[config.mk]
export PLATFORM = sky130hd
export DESIGN_NAME = pld_top
export DESIGN_NICKNAME = d
export VERILOG_FILES = /design/src/rtl/pld_pkg.sv /design/src/rtl/pld_top.sv
export VERILOG_INCLUDE_DIRS = /design/src /design/src/rtl
export SDC_FILE = /design/constraint.sdc
export NUM_CORES = 1
export LEC_CHECK = 0
export CORE_ASPECT_RATIO = 1.4
export CORE_UTILIZATION = 48
export DETAILED_ROUTE_END_ITERATION = 8
export DONT_BUFFER_PORTS = 1
export PLACE_DENSITY_LB_ADDON = 0.25
export SETUP_SLACK_MARGIN = 0.15
export SYNTH_ARGS = -nofsm -noshare
export SYNTH_HDL_FRONTEND = slang
export SYNTH_SLANG_ARGS = --single-unit
[constraint.sdc]
create_clock -name CLK -period 3.63 [get_ports CLK]
set_clock_uncertainty 0.2 [all_clocks]
set_input_delay 1.089 -clock CLK [delete_from_list [all_inputs] [get_ports CLK]]
set_output_delay 1.089 -clock CLK [all_outputs]
set_load 0.01 [all_outputs]
[src/rtl/pld_params.svh]
// Offsets, field positions, reset values and counts of the lock detector
`ifndef PLD_PARAMS_SVH
`define PLD_PARAMS_SVH

// -----------------------------------------------------------------
// Register indexes (byte address is four times the index)
// -----------------------------------------------------------------
`define PLD_CTRL_IDX 12'h019
`define PLD_STAT_IDX 12'h030
`define PLD_IDX_LSB 2

// -----------------------------------------------------------------
// Control fields and reset value
// -----------------------------------------------------------------
`define PLD_CTRL_W 4
`define PLD_CTRL_RST 4'h0
`define PLD_SEL_LSB 2
`define PLD_RANGE_BIT 1
`define PLD_DIS_BIT 0

// -----------------------------------------------------------------
// Status fields
// -----------------------------------------------------------------
`define PLD_STAT_LOCK_BIT 0
`define PLD_STAT_CNT_LSB 8

// -----------------------------------------------------------------
// Consecutive cycles needed per count select code
// -----------------------------------------------------------------
`define PLD_NEED_00 8'h05
`define PLD_NEED_01 8'h10
`define PLD_NEED_10 8'h40
`define PLD_NEED_11 8'hFF

// -----------------------------------------------------------------
// Window and loss limits in CLK cycles
// -----------------------------------------------------------------
`define PLD_WIN_HI_CYC 4
`define PLD_WIN_LO_CYC 2
`define PLD_LOSS_HI_CYC 8
`define PLD_LOSS_LO_CYC 4

`endif

[src/rtl/pld_pkg.sv]
// Types shared by the lock detector
package pld_pkg;

   // Control register layout, bit 3 down to bit 0
   typedef struct packed {
      logic [1:0] cnt_sel;
      logic range_low;
      logic det_off;
   } pld_ctrl_s;

   // One finished edge comparison
   typedef struct packed {
      logic valid;
      logic in_win;
      logic loss;
   } pld_eval_s;

   typedef enum logic [1:0] {
      PLD_IDLE,
      PLD_WAIT_FB,
      PLD_WAIT_REF
   } pld_meas_e;

endpackage

[src/rtl/pld_top.sv]
// Digital lock detector with APB control and status registers
//
// Register access over APB was decided locally.
`include "pld_params.svh"

module pld_top #(
   parameter int DIFF_W = 8,
   parameter int WIN_HI = `PLD_WIN_HI_CYC,
   parameter int WIN_LO = `PLD_WIN_LO_CYC,
   parameter int LOSS_HI = `PLD_LOSS_HI_CYC,
   parameter int LOSS_LO = `PLD_LOSS_LO_CYC
) (
   input wire logic CLK,
   input wire logic RST,
   input wire logic PSEL,
   input wire logic PENABLE,
   input wire logic PWRITE,
   input wire logic [11:0] PADDR,
   input wire logic [31:0] PWDATA,
   output logic [31:0] PRDATA,
   output logic PREADY,
   output logic PSLVERR,
   input wire logic REF_IN,
   input wire logic FB_IN,
   output logic LOCK_FLAG
);
   import pld_pkg::*;

   // ---------------------------------------------------------------
   // Parameter checks
   // ---------------------------------------------------------------
   // Difference counter must hold threshold plus one; window must not exceed threshold
   if (DIFF_W < 4 || DIFF_W > 16 || WIN_LO < 1 || WIN_LO > LOSS_LO || WIN_HI > LOSS_HI
      || LOSS_HI >= (2 ** DIFF_W) - 1 || LOSS_LO >= (2 ** DIFF_W) - 1)
   begin : g_bad_params
      $error("lock detector parameters out of range");
   end

   localparam logic [DIFF_W-1:0] WIN_HI_C = DIFF_W'(WIN_HI);
   localparam logic [DIFF_W-1:0] WIN_LO_C = DIFF_W'(WIN_LO);
   localparam logic [DIFF_W-1:0] LOSS_HI_C = DIFF_W'(LOSS_HI);
   localparam logic [DIFF_W-1:0] LOSS_LO_C = DIFF_W'(LOSS_LO);

   // ---------------------------------------------------------------
   // Edge input synchronisers
   // ---------------------------------------------------------------
   logic ref_s1_reg, ref_s2_reg, ref_s3_reg;
   logic fb_s1_reg, fb_s2_reg, fb_s3_reg;
   logic ref_rise, fb_rise;

   always_ff @(posedge CLK)
   begin
      if (RST)
      begin
         ref_s1_reg <= 1'b0;
         ref_s2_reg <= 1'b0;
         ref_s3_reg <= 1'b0;
         fb_s1_reg <= 1'b0;
         fb_s2_reg <= 1'b0;
         fb_s3_reg <= 1'b0;
      end
      else
      begin
         ref_s1_reg <= REF_IN;
         ref_s2_reg <= ref_s1_reg;
         ref_s3_reg <= ref_s2_reg;
         fb_s1_reg <= FB_IN;
         fb_s2_reg <= fb_s1_reg;
         fb_s3_reg <= fb_s2_reg;
      end
   end

   assign ref_rise = ref_s2_reg & ~ref_s3_reg;
   assign fb_rise = fb_s2_reg & ~fb_s3_reg;

   // ---------------------------------------------------------------
   // Control register and window selection
   // ---------------------------------------------------------------
   pld_ctrl_s ctrl_reg, ctrl_next;
   logic [DIFF_W-1:0] win_lim, loss_lim;
   logic [7:0] need;

   assign win_lim = ctrl_reg.range_low ? WIN_LO_C : WIN_HI_C;
   assign loss_lim = ctrl_reg.range_low ? LOSS_LO_C : LOSS_HI_C;

   always_comb
   begin
      unique case (ctrl_reg.cnt_sel)
         2'b00: need = `PLD_NEED_00;
         2'b01: need = `PLD_NEED_01;
         2'b10: need = `PLD_NEED_10;
         2'b11: need = `PLD_NEED_11;
      endcase
   end

   // ---------------------------------------------------------------
   // Edge difference measurement
   // ---------------------------------------------------------------
   pld_meas_e meas_reg, meas_next;
   logic [DIFF_W-1:0] diff_reg, diff_next;
   logic [DIFF_W-1:0] eval_diff;
   logic eval_go;
   pld_eval_s eval;

   always_comb
   begin
      meas_next = meas_reg;
      diff_next = diff_reg;
      eval_go = 1'b0;
      eval_diff = diff_reg + DIFF_W'(1);
      unique case (meas_reg)
         PLD_IDLE:
         begin
            diff_next = '0;
            if (ref_rise && fb_rise)
            begin
               eval_go = 1'b1;
               eval_diff = '0;
            end
            else if (ref_rise)
               meas_next = PLD_WAIT_FB;
            else if (fb_rise)
               meas_next = PLD_WAIT_REF;
         end
         PLD_WAIT_FB, PLD_WAIT_REF:
         begin
            diff_next = diff_reg + DIFF_W'(1);
            if ((meas_reg == PLD_WAIT_FB) ? fb_rise : ref_rise)
            begin
               eval_go = 1'b1;
               meas_next = PLD_IDLE;
            end
            else if (diff_reg >= loss_lim || ref_rise || fb_rise)
            begin
               // Partner edge missing: judged as beyond the loss threshold
               eval_go = 1'b1;
               eval_diff = loss_lim + DIFF_W'(1);
               meas_next = PLD_IDLE;
            end
         end
      endcase
   end

   always_comb
   begin
      eval.valid = eval_go;
      eval.in_win = eval_diff < win_lim;
      eval.loss = eval_diff > loss_lim;
   end

   always_ff @(posedge CLK)
   begin
      if (RST)
      begin
         meas_reg <= PLD_IDLE;
         diff_reg <= '0;
      end
      else
      begin
         meas_reg <= meas_next;
         diff_reg <= diff_next;
      end
   end

   // ---------------------------------------------------------------
   // Consecutive count and lock flag
   // ---------------------------------------------------------------
   logic [7:0] cnt_reg, cnt_next;
   logic lock_reg, lock_next;

   always_comb
   begin
      cnt_next = cnt_reg;
      lock_next = lock_reg;
      if (ctrl_reg.det_off)
      begin
         cnt_next = '0;
         lock_next = 1'b0;
      end
      else if (eval.valid)
      begin
         if (eval.in_win)
         begin
            if (cnt_reg < need)
               cnt_next = cnt_reg + 8'h01;
            if (cnt_reg + 8'h01 >= need)
               lock_next = 1'b1;
         end
         else
         begin
            cnt_next = '0;
            if (eval.loss)
               lock_next = 1'b0;
         end
      end
   end

   always_ff @(posedge CLK)
   begin
      if (RST)
      begin
         cnt_reg <= '0;
         lock_reg <= 1'b0;
      end
      else
      begin
         cnt_reg <= cnt_next;
         lock_reg <= lock_next;
      end
   end

   assign LOCK_FLAG = lock_reg;

   // ---------------------------------------------------------------
   // APB slave
   // ---------------------------------------------------------------
   logic [31:0] prdata_reg, prdata_next;
   logic pready_reg, pready_next;
   logic pslverr_reg, pslverr_next;
   logic hit_ctrl, hit_stat, word_ok, access;

   assign word_ok = PADDR[1:0] == 2'b00;
   assign hit_ctrl = word_ok && PADDR[11:2] == 10'(`PLD_CTRL_IDX);
   assign hit_stat = word_ok && PADDR[11:2] == 10'(`PLD_STAT_IDX);
   assign access = PSEL & PENABLE & ~pready_reg;

   always_comb
   begin
      ctrl_next = ctrl_reg;
      prdata_next = prdata_reg;
      pready_next = access;
      pslverr_next = 1'b0;
      if (access)
      begin
         pslverr_next = ~(hit_ctrl | (hit_stat & ~PWRITE));
         prdata_next = '0;
         if (!PWRITE && hit_ctrl)
            prdata_next[`PLD_CTRL_W-1:0] = ctrl_reg;
         if (!PWRITE && hit_stat)
         begin
            prdata_next[`PLD_STAT_LOCK_BIT] = lock_reg;
            prdata_next[`PLD_STAT_CNT_LSB+:8] = cnt_reg;
         end
      end
      if (PSEL && PENABLE && pready_reg && PWRITE && hit_ctrl)
         ctrl_next = pld_ctrl_s'(PWDATA[`PLD_CTRL_W-1:0]);
   end

   always_ff @(posedge CLK)
   begin
      if (RST)
      begin
         ctrl_reg <= pld_ctrl_s'(`PLD_CTRL_RST);
         prdata_reg <= '0;
         pready_reg <= 1'b0;
         pslverr_reg <= 1'b0;
      end
      else
      begin
         ctrl_reg <= ctrl_next;
         prdata_reg <= prdata_next;
         pready_reg <= pready_next;
         pslverr_reg <= pslverr_next;
      end
   end

   assign PRDATA = prdata_reg;
   assign PREADY = pready_reg;
   assign PSLVERR = pslverr_reg;
endmodule // pld_top
==> results.md, run 1 <==
- Status: completed
- Fmax: roughly 310 MHz
- Power Density: roughly 360 nW/um^2
- Worst slew margin: between 10% and 20%
- Hold Worst Slack: ~250 ps
- Post_cts resized: 0
- Max Cap Violations: 0
- Ports: 86
- Antenna viol nets, final: 0
- GRT Util Overall: slightly below 20%
- Fin util: between 50 and 60%
- Final setup vio count: 0
- Postcts setup bufs: 0
- Sequential fraction of the synthesis area: 30.3%
- Worst-Margin Slew: roughly 1300 ps
- RSZ-0062 raised after global routing: no
- Mux cell area share after synthesis: between 2 and 3%
- CTS Buf Count: 5
- LEAKAGE: 1.08 nW
- Die Area: ~6200 sq um
- Total number of vias: ~2300
- Die Height: between 90 and 100 um
- Post-Synthesis Cell Area: around 2800 sq um
- Peak VDD IR: between 0.00015 and 0.0002 V
- Worst-path clk slew: about 80 ps
- Layout cells sized above 1: 6.18%
- Routed wire length: between 5000 and 6000 um
- Final Critical Period: around 3200 ps
- Rows: 32
- Syn Area/Cell: ~8.2 sq um
- Worst skew pair latency: between 200 and 300 ps
- DRC viols: 0
- CP Capture Type: flip-flop
- Total chip power: roughly 1.0 mW
- Synth Area in XOR/XNOR: roughly 3.4%
- H-Tree Depth: 2
- Area share of and/or/nand/nor cells after synthesis: about 24%
- Synth Area in Compound Gates: ~15%
- Synth Register Bits: 43
- Wirelength per Cell: between 10 and 15 um
- Largest family of logic cells by synthesized area: simple AND/OR/NAND/NOR gates
- Clock root buffer: clkbuf_8
- Synth top area share: between 30% and 40%
- CTS tree: built
- Hold_buf cts: 0
- Synthesis-to-finish area growth: 1.23%
- Placeable Area: about 5600 sq um
- Final period util: a little under 90%
- Port Buffer Count: 0
- Commonest cells in the netlist: dfxtp_1 (43), nand2_1 (32), nor2_1 (32)
- First-pass GRT wire length: 9490 um
- Post-synth EDFFs: 0
- Worst path arrival time: around 3200 ps
- Area contributors post-synth: dfxtp_1 (30%), ha_1 (13%), buf_4 (5.5%), nand2_1 (4.2%), nor2_1 (4.2%)
- Max Fanout on Critical Path: 18
- Yosys warning total: 0
- Avg Vias per Cell: about 5.5
- Max Slew Vio Count: 0
- Antenna violations before repair: 0
- Post-synth cell types: 52
- Max reg flops: 12
- Setup TNS: 0 ps
- HP Class: reg -> reg
- Final hold violations: 0
- 1st-pass router iterations: 4
- Ant. Diodes: 0
- WP data required: ~3700 ps
- Fill cell count: about 550
- GPL Wtd Cong: around 0.79
- Most used routing layer in global routing: met2
- FFs w/ async S/R, synth: 0%
- Met3 usage: between 4 and 5%
- Die Span X: approximately 67 um
- Count leader, synth: dfxtp_1
- GR Overflow Total: 0
- DPL Wire Length: ~4300 um
- Worst setup SP type: flip-flop
- Post-Syn Instances: ~350
- CP Class: reg -> reg
- Met1 usage: a little over a fifth
- Largest net degree at the start of global routing: 29
- Clk sinks: 43
- Clock Path Buffers: 2
- Final worst-path setup slack: 443 ps
- Vias in the first global route: around 2200
- Leading area contributor after synthesis: dfxtp_1
- Synth Area in Adders: 13.2%
- 1st-iter DRT viols: between 100 and 150
- Nets: 420
- Pre-CTS setup slack: around 470 ps
- Global routing met2 resource utilization: 36.0%
- Initial Util: between 50% and 60%
- Most common flop cell mapped by yosys: dfxtp_1
[critical path: stages (launching register included)]
cell and delay, ps:
dfxtp_1 550, ha_1 300, nand2_1 60, a21boi_0 150, o21ai_1 440, a21oi_1 170
ha_1 340, inv_1 80, nor2_1 50, a32oi_2 200, buf_4 250, o2111ai_1 140
a31oi_1 180
[path summary, 6_finish.rpt]
path / from / slack (ps) / cells past startpoint / to
worst min register to register: fb_s1_reg$_SDFF_PP0_ / 250 / 1 / fb_s2_reg$_SDFF_PP0_
worst min-delay path: fb_s1_reg$_SDFF_PP0_ / 250 / 1 / fb_s2_reg$_SDFF_PP0_
worst max register to register: ctrl_reg[1]$_SDFFE_PP0P_ / 440 / 12 / cnt_reg[5]$_SDFFE_PP0P_
worst max-delay path: ctrl_reg[1]$_SDFFE_PP0P_ / 440 / 12 / cnt_reg[5]$_SDFFE_PP0P_
[area by class of cell]
cell class	count	area, sq um	share of cell area, %
clock buffer	6	72.6	2.52
clock inverter	2	12.5	0.435
sequential	43	861	29.9
inverter	18	67.6	2.35
tap	68	85.1	2.96
multi-input combinational	268	1760	61.1
timing repair buffer	3	22.5	0.782
[routing by layer]
metal / share of wire [%] / vias to the layer above / routed length [um]
li1: - / 1158 / -
met3: 3.9 / 4 / 222
met5: 0 / - / 0
met2: 53 / 51 / 3030
met4: 0.77 / 0 / 44
met1: 43 / 1042 / 2450
[stage by stage]
step	area (sq um)	instances
final	2880	408
after global routing	2880	408
after CTS	2880	408
after detailed placement	2790	400
after global placement	2790	400
after floorplan	2920	366
[power by group]
group          total, mW  internal [mW]  switching, mW
clock network      0.298          0.135          0.164
registers          0.523          0.491         0.0314
logic              0.206         0.0800          0.126
total               1.03          0.706          0.321
[cells by family (layout without fill, tap and decap cells)]
family,Yosys count,in the layout
other,1,20
adder cells (fa/ha/maj),30,30
AND/OR/NAND/NOR,136,136
multiplexers,8,8
flip-flops,43,43
XOR/XNOR,11,11
AO/OA/AOI/OAI,63,63
buffers and inverters,55,29
[cells in the final DEF, fill, tap and decap left out, drive strengths merged, types with 3 or more instances in the layout]
cell type	n
mux2i	7
nor2	32
nand2b	5
nand2	32
or3	5
xnor2	6
nor3	10
a21oi	20
buf	3
nor2b	10
clkbuf	6
xor2	5
a21boi	3
ha	30
o2111ai	4
nand3	18
inv	18
o21ai	7
dfxtp	43
a31oi	11
conb	20
nand4	14
or2	3
(Power assumes the default switching activity.)
==> run 2, diff against run 1 <==
--- a/config.mk
+++ b/config.mk
@@ -10,7 +10,6 @@
 export CORE_UTILIZATION = 48
 export DETAILED_ROUTE_END_ITERATION = 8
 export DONT_BUFFER_PORTS = 1
-export PLACE_DENSITY_LB_ADDON = 0.25
 export SETUP_SLACK_MARGIN = 0.15
 export SYNTH_ARGS = -nofsm -noshare
 export SYNTH_HDL_FRONTEND = slang
==> constraint.sdc (replaced) <==
create_clock -name CLK -period 4 [get_ports CLK]
set_clock_uncertainty 0.2 [all_clocks]
set_input_delay 1.2 -clock CLK [delete_from_list [all_inputs] [get_ports CLK]]
set_output_delay 1.2 -clock CLK [all_outputs]
set_load 0.01 [all_outputs]
==> results.md, run 2 (synthesized netlist as in run 1, its figures left out) <==
- Critical path's top delay family: compound AO/OA/AOI/OAI gates (unchanged)
- Final setup vio count: 0 (unchanged)
- Min-Delay Endpoint: ref_s2_reg$_SDFF_PP0_ (was fb_s2_reg$_SDFF_PP0_)
- Fin cells: 408 (unchanged)
- Clk sinks: 43 (unchanged)
- GR Overflow Total: 0 (unchanged)
- Clock Path Buffers: 2 (unchanged)
- DP Area: 2790 sq um (unchanged)
- Placeable Area: 5610 sq um (unchanged)
- Pre-CTS setup slack: 791 ps (was 470 ps)
- Routed wire length: 5870 um (was 5750 um)
- Post_cts resized: 0 (unchanged)
- CP max stage delay: 670 ps (was 550 ps)
- Hold Startpoint: ref_s1_reg$_SDFF_PP0_ (was fb_s1_reg$_SDFF_PP0_)
- Clock root buffer: clkbuf_8 (unchanged)
- Fin util: 51.4% (unchanged)
- Ports: 86 (unchanged)
- Peak VDD IR: 0.000223 V (was 0.000179 V)
- Final hold violations: 0 (unchanged)
- Die Area: 6240 sq um (unchanged)
- CP Class: reg -> reg (unchanged)
- Worst path arrival time: 3270 ps (was 3210 ps)
- Initial Util: 50.7% (unchanged)
- Reg2Reg Depth: 9 (was 12)
- Postcts setup bufs: 0 (unchanged)
- Largest net degree at the start of global routing: 29 (unchanged)
- Placed cell count: 400 (unchanged)
- CP Buf/Inv Count: 0 (was 2)
- Most frequent cells in the layout: dfxtp_1 (43), nand2_1 (32), nor2_1 (32) (unchanged)
- RSZ-0062 raised after global routing: no (unchanged)
- R2r setup slk: 750 ps (was 440 ps)
- DPL Wire Length: 4260 um (was 4270 um)
- CTS tree: built (unchanged)
- Worst skew pair latency: 290 ps (about the same)
- Vias in the first global route: 2008 (was 2181)
- FF-to-FF Start: ctrl_reg[1]$_SDFFE_PP0P_ (unchanged)
- Fill cell count: 564 (was 551)
- RR Endpoint: cnt_reg[1]$_SDFFE_PP0P_ (was cnt_reg[5]$_SDFFE_PP0P_)
- CP most frequent cell: ha_1 (unchanged)
- GRT Util Overall: 19.9% (was 19.5%)
- WP data required: 4020 ps (was 3650 ps)
- WP depth: 9 (was 12)
- Worst-path clk slew: 80 ps (about the same)
- Setup TNS: 0 ps (unchanged)
- Final Critical Period: 3250 ps (was 3190 ps)
- Synthesis-to-finish area growth: 1.23% (unchanged)
- Design area: 2880 sq um (unchanged)
- Final period util: 81.2% (was 87.8%)
- 1st-iter DRT viols: 153 (was 102)
- H-Tree Depth: 2 (unchanged)
- CP Capture Type: flip-flop (unchanged)
- Max Slew Vio Count: 0 (unchanged)
- Worst-Margin Slew: 822 ps (was 1250 ps)
- Slowest-stage cell, CP: a311oi_4 (was dfxtp_1)
- DRC viols: 0 (unchanged)
- 1st-pass router iterations: 6 (was 4)
- Wirelength per Cell: 14.4 um (was 14.1 um)
- Layout cells sized above 1: 6.18% (unchanged)
- Antenna violations before repair: 0 (unchanged)
- Port Buffer Count: 0 (unchanged)
- Die Height: 93.1 um (unchanged)
- Hold_buf cts: 0 (unchanged)
- Ant. Diodes: 0 (unchanged)
- Status: completed (unchanged)
- Antenna viol nets, final: 0 (unchanged)
- Fmax: 308 MHz (was 314 MHz)
- Max Cap Violations: 0 (unchanged)
- Worst slew margin: 45.0% (was 16.0%)
- Rows: 32 (unchanged)
- Max Fanout on Critical Path: 18 (unchanged)
- Hold Path Cell Cnt: 1 (unchanged)
- Hold Worst Slack: 252 ps (was 250 ps)
- Final worst-path setup slack: 753 ps (was 443 ps)
- LEAKAGE: 1.08 nW (about the same)
- Total number of vias: 2242 (was 2255)
- GPL Wtd Cong: 0.818 (was 0.795)
- Worst setup SP type: flip-flop (unchanged)
- Max reg flops: 12 (unchanged)
- Nets: 420 (unchanged)
- CTS Buf Count: 5 (unchanged)
- Total chip power: 937 uW (was 1.03 mW)
- Die Span X: 67.1 um (unchanged)
- Worst path cell trace: ha_1 -> nand2_1 -> a21boi_0 -> o21ai_1 -> a21oi_1 -> ha_1 -> a311oi_4 -> nand4_1 -> a31oi_1 (was ha_1 -> nand2_1 -> a21boi_0 -> o21ai_1 -> a21oi_1 -> ha_1 -> inv_1 -> nor2_1 -> a32oi_2 -> buf_4 -> o2111ai_1 -> a31oi_1)
- First-pass GRT wire length: 9430 um (was 9490 um)
- HP Class: reg -> reg (unchanged)
- Power Density: 325 nW/um^2 (was 357 nW/um^2)
- Commonest non-fill, non-tap cell in the layout: dfxtp_1 (unchanged)
- Avg Vias per Cell: 5.50 (was 5.53)
[run 2: cell counts in the layout (fill, tap and decap cells not counted)]
Identical to the previous run, type by type.
[run 2: how the worst max path moves through the flow]
stage                             startpoint                  endpoint  slack (ps)
CTS                 ctrl_reg[1]$_SDFFE_PP0P_   cnt_reg[1]$_SDFFE_PP0P_         770
floorplan                           PADDR[9]  ctrl_reg[0]$_SDFFE_PP0P_        1060
detailed placement  ctrl_reg[1]$_SDFFE_PP0P_   cnt_reg[5]$_SDFFE_PP0P_         790
global route        ctrl_reg[1]$_SDFFE_PP0P_   cnt_reg[1]$_SDFFE_PP0P_         430
global placement    ctrl_reg[1]$_SDFFE_PP0P_   cnt_reg[3]$_SDFFE_PP0P_         820
finish              ctrl_reg[1]$_SDFFE_PP0P_   cnt_reg[1]$_SDFFE_PP0P_         750
[run 2: final cells by class]
class | count | area (sq um) | area share, %
multi-input cells | 268 | 1760 | 61.1
flip-flops and latches | 43 | 861 | 29.9
well taps | 68 | 85.1 | 2.96
clock buffers | 6 | 72.6 | 2.52
inverters | 18 | 67.6 | 2.35
repair buffers | 3 | 22.5 | 0.782
clock inverters | 2 | 12.5 | 0.435
[run 2: routing by layer]
metal | part of all wire, % | track usage (%)
met1 | 44 | 23.8
met2 | 52 | 34.2
met3 | 3.2 | 4.76
met4 | 1.7 | 5.85
met5 | 0 | 0
[run 2: report_power, final]
| group | total [mW] | internal (mW) | leakage, nW | switching [mW] |
|---|---|---|---|---|
| clock network | 0.276 | 0.122 | 0.0412 | 0.153 |
| logic | 0.186 | 0.0727 | 0.694 | 0.113 |
| registers | 0.475 | 0.446 | 0.349 | 0.0293 |
